$ cat src/rtl/sense_mux_cfg.svh
// Register offsets, field positions, reset values and codes of the sense output pin multiplexer.
// Assumes inclusion by bare name from the design modules and the bench.
`ifndef SENSE_MUX_CFG_SVH
`define SENSE_MUX_CFG_SVH

`define SM_ADDR_W          10
`define SM_DATA_W          16

`define SM_OFS_OUT_CFG     10'h01AA
`define SM_OFS_FLAG_DIR    10'h01C1
`define SM_OFS_FLAG_ROUTE  10'h01C3

`define SM_RST_WORD        16'h0000
`define SM_CFG_MASK        16'h007F
`define SM_FLAG_MASK       16'h0C00

`define SM_SEL_LSB         0
`define SM_SEL_MSB         2
`define SM_GAIN_LSB        3
`define SM_GAIN_MSB        4
`define SM_EN_BIT          5
`define SM_PSEL_BIT        6

`define SM_FLAG_A_BIT      10
`define SM_FLAG_B_BIT      11

`define SM_SRC_FIRST       3'h0
`define SM_SRC_SECOND      3'h1
`define SM_SRC_REF         3'h5

`define SM_GAIN_C0         10'h085
`define SM_GAIN_C1         10'h0C8
`define SM_GAIN_C2         10'h12C
`define SM_GAIN_C3         10'h215

`define SM_CH_NONE         3'h0
`define SM_CH_1            3'h1
`define SM_CH_2            3'h2
`define SM_CH_3            3'h3
`define SM_CH_4            3'h4

`endif

$ cat src/rtl/sense_mux_pkg.sv
// Types shared by the sense output pin multiplexer modules.
// Assumes the configuration header sits on the include path.
`default_nettype none
package sense_mux_pkg;

   typedef enum logic [1:0] {
      SRC_OFF,
      SRC_FIRST,
      SRC_SECOND,
      SRC_REF
   } src_t;

   typedef enum logic [1:0] {
      MODE_ANALOG,
      MODE_DIG_OUT,
      MODE_DIG_IN,
      MODE_PARKED
   } pin_mode_t;

   typedef struct packed {
      logic      oe;
      logic      dout;
      pin_mode_t mode;
      src_t      src;
      logic [2:0] channel;
      logic [1:0] gain_code;
      logic [9:0] gain_x100;
      logic       bias_shift;
   } lane_out_t;

endpackage
`default_nettype wire

$ cat src/rtl/sense_mux_lane.sv
// One output pin lane: decodes its configuration into registered pin controls.
// Assumes configuration words already masked and synchronous to i_ref_clk.
`include "sense_mux_cfg.svh"
`timescale 1ns/1ps
`default_nettype none
module sense_mux_lane
#(
   parameter logic [2:0] FIRST_CH  = `SM_CH_1,
   parameter logic [2:0] SECOND_CH = `SM_CH_3
)
(
   // Clock and reset.
   input  wire logic                   i_ref_clk,
   input  wire logic                   i_resetn,
   // Configuration.
   input  wire logic [15:0]            i_cfg,
   input  wire logic                   i_route,
   input  wire logic                   i_dir,
   input  wire logic                   i_flag_drive,
   // Decoded lane.
   output var  sense_mux_pkg::lane_out_t o_lane
);

   if (FIRST_CH == `SM_CH_NONE || SECOND_CH == `SM_CH_NONE || FIRST_CH == SECOND_CH)
   begin : g_bad_channels
      $error("sense_mux_lane: channel numbers must be distinct and nonzero");
   end

   sense_mux_pkg::lane_out_t lane_d;
   logic [2:0]               sel;
   logic [1:0]               gain;
   logic                     en;
   logic                     psel;

   always_comb
   begin
      sel  = i_cfg[`SM_SEL_MSB:`SM_SEL_LSB];
      gain = i_cfg[`SM_GAIN_MSB:`SM_GAIN_LSB];
      en   = i_cfg[`SM_EN_BIT];
      psel = i_cfg[`SM_PSEL_BIT];
      lane_d            = '0;
      lane_d.gain_code  = gain;
      lane_d.bias_shift = gain[1];
      unique case (gain)
         2'b00: lane_d.gain_x100 = `SM_GAIN_C0;
         2'b01: lane_d.gain_x100 = `SM_GAIN_C1;
         2'b10: lane_d.gain_x100 = `SM_GAIN_C2;
         2'b11: lane_d.gain_x100 = `SM_GAIN_C3;
      endcase
      if (i_route && i_dir)
         lane_d.mode = sense_mux_pkg::MODE_DIG_IN;
      else if (i_route && psel)
         lane_d.mode = sense_mux_pkg::MODE_DIG_OUT;
      else if (!i_route && !psel)
         lane_d.mode = sense_mux_pkg::MODE_ANALOG;
      else
         lane_d.mode = sense_mux_pkg::MODE_PARKED;
      unique case (lane_d.mode)
         sense_mux_pkg::MODE_ANALOG:
         begin
            lane_d.oe = en;
            if (en)
            begin
               if (sel == `SM_SRC_FIRST)
               begin
                  lane_d.src     = sense_mux_pkg::SRC_FIRST;
                  lane_d.channel = FIRST_CH;
               end
               else if (sel == `SM_SRC_SECOND)
               begin
                  lane_d.src     = sense_mux_pkg::SRC_SECOND;
                  lane_d.channel = SECOND_CH;
               end
               else if (sel == `SM_SRC_REF)
                  lane_d.src = sense_mux_pkg::SRC_REF;
            end
         end
         sense_mux_pkg::MODE_DIG_OUT:
         begin
            lane_d.oe   = 1'b1;
            lane_d.dout = i_flag_drive;
         end
         sense_mux_pkg::MODE_DIG_IN,
         sense_mux_pkg::MODE_PARKED:
         begin
            lane_d.oe   = 1'b0;
            lane_d.dout = 1'b0;
         end
      endcase
   end

   always_ff @(posedge i_ref_clk or negedge i_resetn)
   begin
      if (!i_resetn)
         o_lane <= '0;
      else
         o_lane <= lane_d;
   end

endmodule
`default_nettype wire

$ cat src/rtl/sense_output_pin_mux.sv
// Top of the sense output pin multiplexer: configuration registers, microcore writes and two pin lanes.
// Assumes the register port and microcore port are synchronous to i_ref_clk and the pins are sampled as such.
`include "sense_mux_cfg.svh"
`timescale 1ns/1ps
`default_nettype none
module sense_output_pin_mux
(
   // Clock and reset.
   input  wire logic                     i_ref_clk,
   input  wire logic                     i_resetn,
   // Register port.
   input  wire logic                     i_reg_wr,
   input  wire logic                     i_reg_rd,
   input  wire logic [`SM_ADDR_W-1:0]    i_reg_addr,
   input  wire logic                     i_reg_page,
   input  wire logic [`SM_DATA_W-1:0]    i_reg_wdata,
   output logic      [`SM_DATA_W-1:0]    o_reg_rdata,
   // Microcore configuration port.
   input  wire logic                     i_core_wr,
   input  wire logic                     i_core_pin,
   input  wire logic [`SM_DATA_W-1:0]    i_core_cfg,
   // Flag bus.
   input  wire logic [1:0]               i_flag_drive_signal,
   output logic      [1:0]               o_flag_in,
   // Pin A.
   input  wire logic                     i_sense_out_pin_a_in,
   output logic                          o_sense_out_pin_a_out,
   output logic                          o_sense_out_pin_a_oe,
   output var  sense_mux_pkg::lane_out_t o_pin_a_lane,
   // Pin B.
   input  wire logic                     i_sense_out_pin_b_in,
   output logic                          o_sense_out_pin_b_out,
   output logic                          o_sense_out_pin_b_oe,
   output var  sense_mux_pkg::lane_out_t o_pin_b_lane
);

   logic [`SM_DATA_W-1:0] cfg_q [2];
   logic [`SM_DATA_W-1:0] flag_dir_q;
   logic [`SM_DATA_W-1:0] flag_route_q;
   logic [`SM_DATA_W-1:0] rdata_d;
   logic [1:0]            route_bits;
   logic [1:0]            dir_bits;
   logic [1:0]            pin_in;
   logic [1:0]            flag_in_q;
   sense_mux_pkg::lane_out_t lanes [2];

   function automatic logic [2:0] cfg_sel(input logic [`SM_DATA_W-1:0] w);
      cfg_sel = w[`SM_SEL_MSB:`SM_SEL_LSB];
   endfunction

   function automatic logic cfg_analog_on(input logic [`SM_DATA_W-1:0] w, input logic route);
      cfg_analog_on = !route && !w[`SM_PSEL_BIT] && w[`SM_EN_BIT];
   endfunction

   function automatic logic reg_hit(input logic [`SM_ADDR_W-1:0] a, input logic [`SM_ADDR_W-1:0] ofs);
      reg_hit = (a == ofs);
   endfunction

   // Gain in hundredths that each gain code must give.
   function automatic logic [9:0] exp_gain(input logic [1:0] code);
      case (code)
         2'b00:   exp_gain = `SM_GAIN_C0;
         2'b01:   exp_gain = `SM_GAIN_C1;
         2'b10:   exp_gain = `SM_GAIN_C2;
         default: exp_gain = `SM_GAIN_C3;
      endcase
   endfunction

   // Pin configuration registers, written by the register port or a microcore; the core wins a tie.
   generate
      for (genvar p = 0; p < 2; p++)
      begin : g_cfg
         always_ff @(posedge i_ref_clk or negedge i_resetn)
         begin
            if (!i_resetn)
               cfg_q[p] <= `SM_RST_WORD;
            else if (i_core_wr && (i_core_pin == 1'(p)))
               cfg_q[p] <= i_core_cfg & `SM_CFG_MASK;
            else if (i_reg_wr && reg_hit(i_reg_addr, `SM_OFS_OUT_CFG) && (i_reg_page == 1'(p)))
               cfg_q[p] <= i_reg_wdata & `SM_CFG_MASK;
         end
      end
   endgenerate

   // Flag direction register; only the two pin lines are implemented.
   always_ff @(posedge i_ref_clk or negedge i_resetn)
   begin
      if (!i_resetn)
         flag_dir_q <= `SM_RST_WORD;
      else if (i_reg_wr && reg_hit(i_reg_addr, `SM_OFS_FLAG_DIR))
         flag_dir_q <= i_reg_wdata & `SM_FLAG_MASK;
   end

   // Flag routing register; only the two pin lines are implemented.
   always_ff @(posedge i_ref_clk or negedge i_resetn)
   begin
      if (!i_resetn)
         flag_route_q <= `SM_RST_WORD;
      else if (i_reg_wr && reg_hit(i_reg_addr, `SM_OFS_FLAG_ROUTE))
         flag_route_q <= i_reg_wdata & `SM_FLAG_MASK;
   end

   assign route_bits = {flag_route_q[`SM_FLAG_B_BIT], flag_route_q[`SM_FLAG_A_BIT]};
   assign dir_bits   = {flag_dir_q[`SM_FLAG_B_BIT], flag_dir_q[`SM_FLAG_A_BIT]};
   assign pin_in     = {i_sense_out_pin_b_in, i_sense_out_pin_a_in};

   // Read data; unmapped addresses read as zero.
   always_comb
   begin
      rdata_d = '0;
      if (reg_hit(i_reg_addr, `SM_OFS_OUT_CFG))
         rdata_d = i_reg_page ? cfg_q[1] : cfg_q[0];
      else if (reg_hit(i_reg_addr, `SM_OFS_FLAG_DIR))
         rdata_d = flag_dir_q;
      else if (reg_hit(i_reg_addr, `SM_OFS_FLAG_ROUTE))
         rdata_d = flag_route_q;
   end

   always_ff @(posedge i_ref_clk or negedge i_resetn)
   begin
      if (!i_resetn)
         o_reg_rdata <= '0;
      else if (i_reg_rd)
         o_reg_rdata <= rdata_d;
   end

   // Pin lanes; each lane carries only its own pair of current channels.
   generate
      for (genvar p = 0; p < 2; p++)
      begin : g_lane
         localparam logic [2:0] FIRST  = (p == 0) ? `SM_CH_1 : `SM_CH_2;
         localparam logic [2:0] SECOND = (p == 0) ? `SM_CH_3 : `SM_CH_4;
         sense_mux_lane
         #(
            .FIRST_CH  (FIRST),
            .SECOND_CH (SECOND)
         )
         u_lane
         (
            .i_ref_clk    (i_ref_clk),
            .i_resetn     (i_resetn),
            .i_cfg        (cfg_q[p]),
            .i_route      (route_bits[p]),
            .i_dir        (dir_bits[p]),
            .i_flag_drive (i_flag_drive_signal[p]),
            .o_lane       (lanes[p])
         );

         // A pin in digital input mode passes its level onto its flag line.
         always_ff @(posedge i_ref_clk or negedge i_resetn)
         begin
            if (!i_resetn)
               flag_in_q[p] <= 1'b0;
            else
               flag_in_q[p] <= (lanes[p].mode == sense_mux_pkg::MODE_DIG_IN) && pin_in[p];
         end
      end
   endgenerate

   assign o_pin_a_lane          = lanes[0];
   assign o_pin_b_lane          = lanes[1];
   assign o_sense_out_pin_a_out = lanes[0].dout;
   assign o_sense_out_pin_a_oe  = lanes[0].oe;
   assign o_sense_out_pin_b_out = lanes[1].dout;
   assign o_sense_out_pin_b_oe  = lanes[1].oe;
   assign o_flag_in             = flag_in_q;
endmodule
`default_nettype wire

$ cat config.mk
export PLATFORM = sky130hd
export DESIGN_NAME = sense_output_pin_mux
export DESIGN_NICKNAME = d
export VERILOG_FILES = /design/src/rtl/sense_mux_pkg.sv /design/src/rtl/sense_mux_lane.sv /design/src/rtl/sense_output_pin_mux.sv
export VERILOG_INCLUDE_DIRS = /design/src /design/src/rtl
export SDC_FILE = /design/constraint.sdc
export NUM_CORES = 1
export LEC_CHECK = 0
export BUFFER_PORTS_ARGS = -buffer_cell sky130_fd_sc_hd__buf_4
export CORE_MARGIN = 3
export CORE_UTILIZATION = 40
export DETAILED_ROUTE_END_ITERATION = 12
export PLACE_DENSITY_LB_ADDON = 0.12
export SLEW_MARGIN = 10
export SYNTH_ARGS = -nofsm -noshare
export SYNTH_HDL_FRONTEND = slang
export SYNTH_SLANG_ARGS = --single-unit
$ cat constraint.sdc
create_clock -name i_ref_clk -period 3.4 [get_ports i_ref_clk]
set_clock_uncertainty 0.05 [all_clocks]
set_input_delay 0.34 -clock i_ref_clk [delete_from_list [all_inputs] [get_ports i_ref_clk]]
set_output_delay 0.34 -clock i_ref_clk [all_outputs]
set_load 0.02 [all_outputs]
# Word level (Yosys, flattened, before mapping)
# Index checks and enable logic that the tools add are counted.
# totals
regBits	98
out_inout_bits	66
# classes
bitwise_logic	2
eq_ne	21
n_mux	32
n_reduce_logical	29
# ops
op	n
16-bit two-way mux	6
10-bit case mux with 4 select lines	2
10-bit by 9-bit == test with 1-bit output, second input constant	3
5-bit two-way mux	6
12-bit two-way mux	2
2-bit two-way mux	11
2-bit == test, second input constant	10
1-bit logical AND	15
2-bit by 1-bit == test with 1-bit output, second input constant	4
2-bit logical NOT	4
3-bit by 1-bit == test with 1-bit output, second input constant	2
3-bit == test, second input constant	2
3-bit logical NOT	2
1-bit case mux with 3 select lines	2
1-bit logical NOT	4
2-bit nonzero test	2
2-bit OR reduction	2
3-bit two-way mux	1
1-bit two-way mux	2
1-bit inverter	2

# Longest topological paths before layout
# logic_depth
depth_word	8
mapped_depth	5
depth_no_buf	5

# Cells and area by module
# From an unflattened synthesis, not the netlist that was laid out.
# unflattened
cells_unflattened	251
hier_area_um2	3002.9
# by_module_without_submodules
module	cells_per_inst	n_inst	area_each_um2	seq_area_each_um2
sense_output_pin_mux	155	1	1660.3	725.7
sense_mux_lane (g_lane[0].u_lane)	48	1	671.9	425.4
sense_mux_lane (g_lane[1].u_lane)	48	1	670.6	425.4

# Worst setup path before layout
# Ideal clock, no wire load.
# synth_path
path_kind	in2reg
startpoint	input i_reg_addr[2]
endpoint	register cfg_q[0] in the netlist's numbering
arrival_ps	1632
slack_ps	1593
t_required_ps	3225
path_stages	4
setup_time_ps	125
cell_sequence	nand4bb_4 -> nor4_4 -> a32oi_4 -> mux2_2
# synth_between
elab_chain_cells	4
# synth_rtl
element	line_no	source
from (decl)	sense_output_pin_mux.sv:14	input wire logic [`SM_ADDR_W-1:0] i_reg_addr,
10-bit by 9-bit == test with 1-bit output	sense_output_pin_mux.sv:56	reg_hit = (a == ofs);
1-bit logical AND (2 in a row)	sense_output_pin_mux.sv:79	else if (i_reg_wr && reg_hit(i_reg_addr, `SM_OFS_OUT_CFG) && (i_reg_page == 1'(p)))
2-bit nonzero test (no line)	n/a	
to (signal, indexed assignment)	sense_output_pin_mux.sv:76	cfg_q[p] <= `SM_RST_WORD;
to (signal, indexed assignment)	sense_output_pin_mux.sv:78	cfg_q[p] <= i_core_cfg & `SM_CFG_MASK;
to (signal, indexed assignment)	sense_output_pin_mux.sv:80	cfg_q[p] <= i_reg_wdata & `SM_CFG_MASK;
to (decl)	sense_output_pin_mux.sv:37	logic [`SM_DATA_W-1:0] cfg_q [2];
# Every way passes these cells.
# A chain may end at the register's enable or synchronous reset.

# Worst setup path in the final report
# Ends and elaborated chain as after synthesis.

==> impl_metrics.json <==
{
  "status": "finished, final reports clean",
  "yosysTopAreaCellShare_pct": 55.8,
  "p_comb_share_pct": 23.6,
  "cellLeakagePower_nw": 1.91,
  "synth-simple-area-share_pct": 9.78,
  "cts_tree": "yes",
  "grt_pass1_wl_um": 9330,
  "max_freq_mhz": 537,
  "period_minus_slack_ns": 1.86,
  "crit_fanout": 9,
  "dp_slack_ns": 1.20,
  "syn_area_sq_um": 2830,
  "p_sw_share_pct": 29.3,
  "ys_types": 31,
  "max_cap_viol_count": 0,
  "cts_buffers": 9,
  "relSlewSlack_pct": 47.9,
  "ys_seq_area_share_pct": 55.8,
  "final_util_pct": 54.2,
  "synth-seq-cells": 63,
  "routed_wl_um": 5660,
  "clkPwrFrac_pct": 32.4,
  "fp-row-count": 30,
  "synth_fa_ha_area_share_pct": 4.87,
  "ant_nets": 0,
  "grt.total_usage_pct": 14.7,
  "die_area_sq_um": 8110,
  "clock_latency_ns": 0.33,
  "clockRootBuffer": "clkbuf_8",
  "io_buffers": 91,
  "cts_htree_levels": 3,
  "overflow": 0,
  "wl_per_cell_um": 13.6,
  "drv_slew": 0,
  "stdcell_count": 417,
  "async_flop_share_pct": 100,
  "final_layout_size_suffix_gt1_share_pct": 43.0,
  "hold_buffers": 0,
  "seq_power_share_pct": 44.0,
  "synth_xor_xnor_area_share_pct": 0.619,
  "end_kind": "flip-flop",
  "die_x_um": 90.1,
  "power.switching_uw": 607,
  "grt_pass1_vias": 1903,
  "drt_iter0_markers": 66,
  "cts_sinks": 63,
  "floorplan.initialDensity_pct": 41.4,
  "synth-edff-count": 0,
  "muxShareOfSynthArea_pct": 14.6,
  "ys.flop_type": "dfrtp_1",
  "cts_repair_resize_count": 0,
  "synth.most_common_cell": "dfrtp_1",
  "rsz0062_at_grt": "no",
  "via_count": 1878,
  "hold_viol": 0,
  "io_pins": 119,
  "antenna_cells": 0,
  "dp_cells": 401,
  "setup_viol": 0,
  "area_growth_syn_to_layout_pct": 31.0,
  "layout.nets": 380,
  "postCtsSetupRepairBufs": 0,
  "synthTopCellsByCount": "dfrtp_1 (63), mux2_2 (26), inv_1 (24)",
  "path_class": "in -> reg",
  "clk_pin_slew_ns": 0.07,
  "fin_ws_ns": 1.54,
  "clock_path_buffers": 2,
  "r2r_slack_ns": 2.07,
  "vias_per_cell": 4.50,
  "synth_top_family_by_area": "multiplexers",
  "hold_class": "in -> async",
  "yosysTopAreaCell": "dfrtp_1",
  "synth_cells": 229,
  "drtPass1Iterations": 4,
  "worstMarginPinSlew_ns": 0.781,
  "hpwlAfterDp_um": 4080,
  "p_per_area_nw_per_um2": 560,
  "antenna_found_initial": 0,
  "setup_tns_ns": 0,
  "die_h_um": 90.1,
  "coreArea_sq_um": 6830,
  "grt_start_max_net_pins": 64,
  "gp_congestion": 0.697,
  "p_total_mw": 2.07,
  "synth_area_leaders": "dfrtp_1 (56%), mux2_2 (10%), buf_4 (5.6%)",
  "synth_compound_area_share_pct": 4.91,
  "vdd_drop_max_v": 0.000211,
  "drc_errors": 0,
  "arrival_ns": 2.03,
  "internal_power_mw": 1.47,
  "critical_path.startpoint_type": "primary input",
  "ys_warn_count": 0,
  "synth.avg_cell_area_sq_um": 12.3,
  "crit_required_ns": 3.57,
  "timing.final.crit_share_pct": 54.7
}
==> routing by layer <==
layer	up-vias	GRT usage, %	part of all wire (%)
met2	66	22.8	48
met5	-	0	0
met3	9	4.18	6.3
li1	904	-	-
met1	899	18.7	44
met4	0	7.65	1.9
==> cell families (layout without fill, tap and decap cells) <==
| group | after synthesis | in the layout |
|---|---|---|
| XOR/XNOR | 2 | 2 |
| AO/OA/AOI/OAI | 19 | 19 |
| multiplexers | 38 | 38 |
| other | 1 | 11 |
| adder cells (fa/ha/maj) | 11 | 11 |
| AND/OR/NAND/NOR | 46 | 46 |
| flip-flops | 63 | 63 |
| buffers and inverters | 49 | 131 |
==> area by class of cell <==
| class | count | area (sq um) |
|---|---|---|
| sequential | 63 | 1580 |
| fill | 646 | 3130 |
| tap | 96 | 120 |
| timing repair buffer | 91 | 683 |
| inverter | 24 | 90.1 |
| clock buffer | 13 | 169 |
| multi-input combinational | 127 | 1020 |
| clock inverter | 3 | 40.0 |
==> worst paths after layout <==
check	startpoint	endpoint	cells after the start
max	i_reg_addr[2]	cfg_q[0]$_DFFE_PN0P_	5
min in group i_ref_clk	i_flag_drive_signal[1]	g_lane[1].u_lane.o_lane[20]$_DFF_PN0_	3
min	i_resetn	g_lane[0].u_lane.o_lane[1]$_DFF_PN0_	1
max in group asynchronous	i_resetn	flag_route_q[11]$_DFFE_PN0P_	1
max reg2reg	flag_route_q[11]$_DFFE_PN0P_	g_lane[1].u_lane.o_lane[15]$_DFF_PN0_	5
min reg2reg	g_lane[0].u_lane.o_lane[18]$_DFF_PN0_	o_flag_in[0]$_DFF_PN0_	1
==> metrics by stage <==
step | hold slack, ns | area, sq um
after floorplan | -0.00559 | 2870
after global placement | 0.365 | 3490
after detailed placement | 0.358 | 3490
after CTS | 0.0586 | 3700
after global routing | 0.0843 | 3700
final | 0.0189 | 3700
==> critical path: stages <==
cell       delay [ns]
buf_4            0.11
nand4bb_4        0.23
nor4_4           0.69
a32oi_4          0.31
mux2_2           0.34
==> flip-flops by register name, summed over array words and instances (netlist names) <==
name	count
flag_dir_q	2
o_flag_in	2
g_lane.u_lane.o_lane	34
cfg_q	14
flag_route_q	2
o_reg_rdata	9
==> power groups by stage <==
stage	Combinational [mW]	Sequential (mW)	Clock [mW]
2_1_floorplan	0.205	1.01	0
3_3_place_gp	0.490	0.925	0
3_5_place_dp	0.496	0.927	0
4_1_cts	0.497	0.914	0.693
5_1_grt	0.530	0.926	0.725
6_report	0.489	0.913	0.672
==> cell usage in the layout (no fill, tap or decap), types with 3 or more instances in the layout <==
| cell type | synthesis | final |
|---|---|---|
| dfrtp_1 | 63 | 63 |
| mux2i_1 | 12 | 12 |
| nand3_1 | 10 | 10 |
| ha_1 | 11 | 11 |
| nand2_1 | 7 | 7 |
| nand2b_1 | 3 | 3 |
| clkbuf_8 | 0 | 12 |
| o21ai_0 | 13 | 13 |
| buf_4 | 21 | 91 |
| inv_1 | 24 | 24 |
| nor2_1 | 10 | 10 |
| mux2_2 | 26 | 26 |
| conb_1 | 1 | 11 |
| nor3_1 | 3 | 3 |
Power figures use the tool's default switching activity.
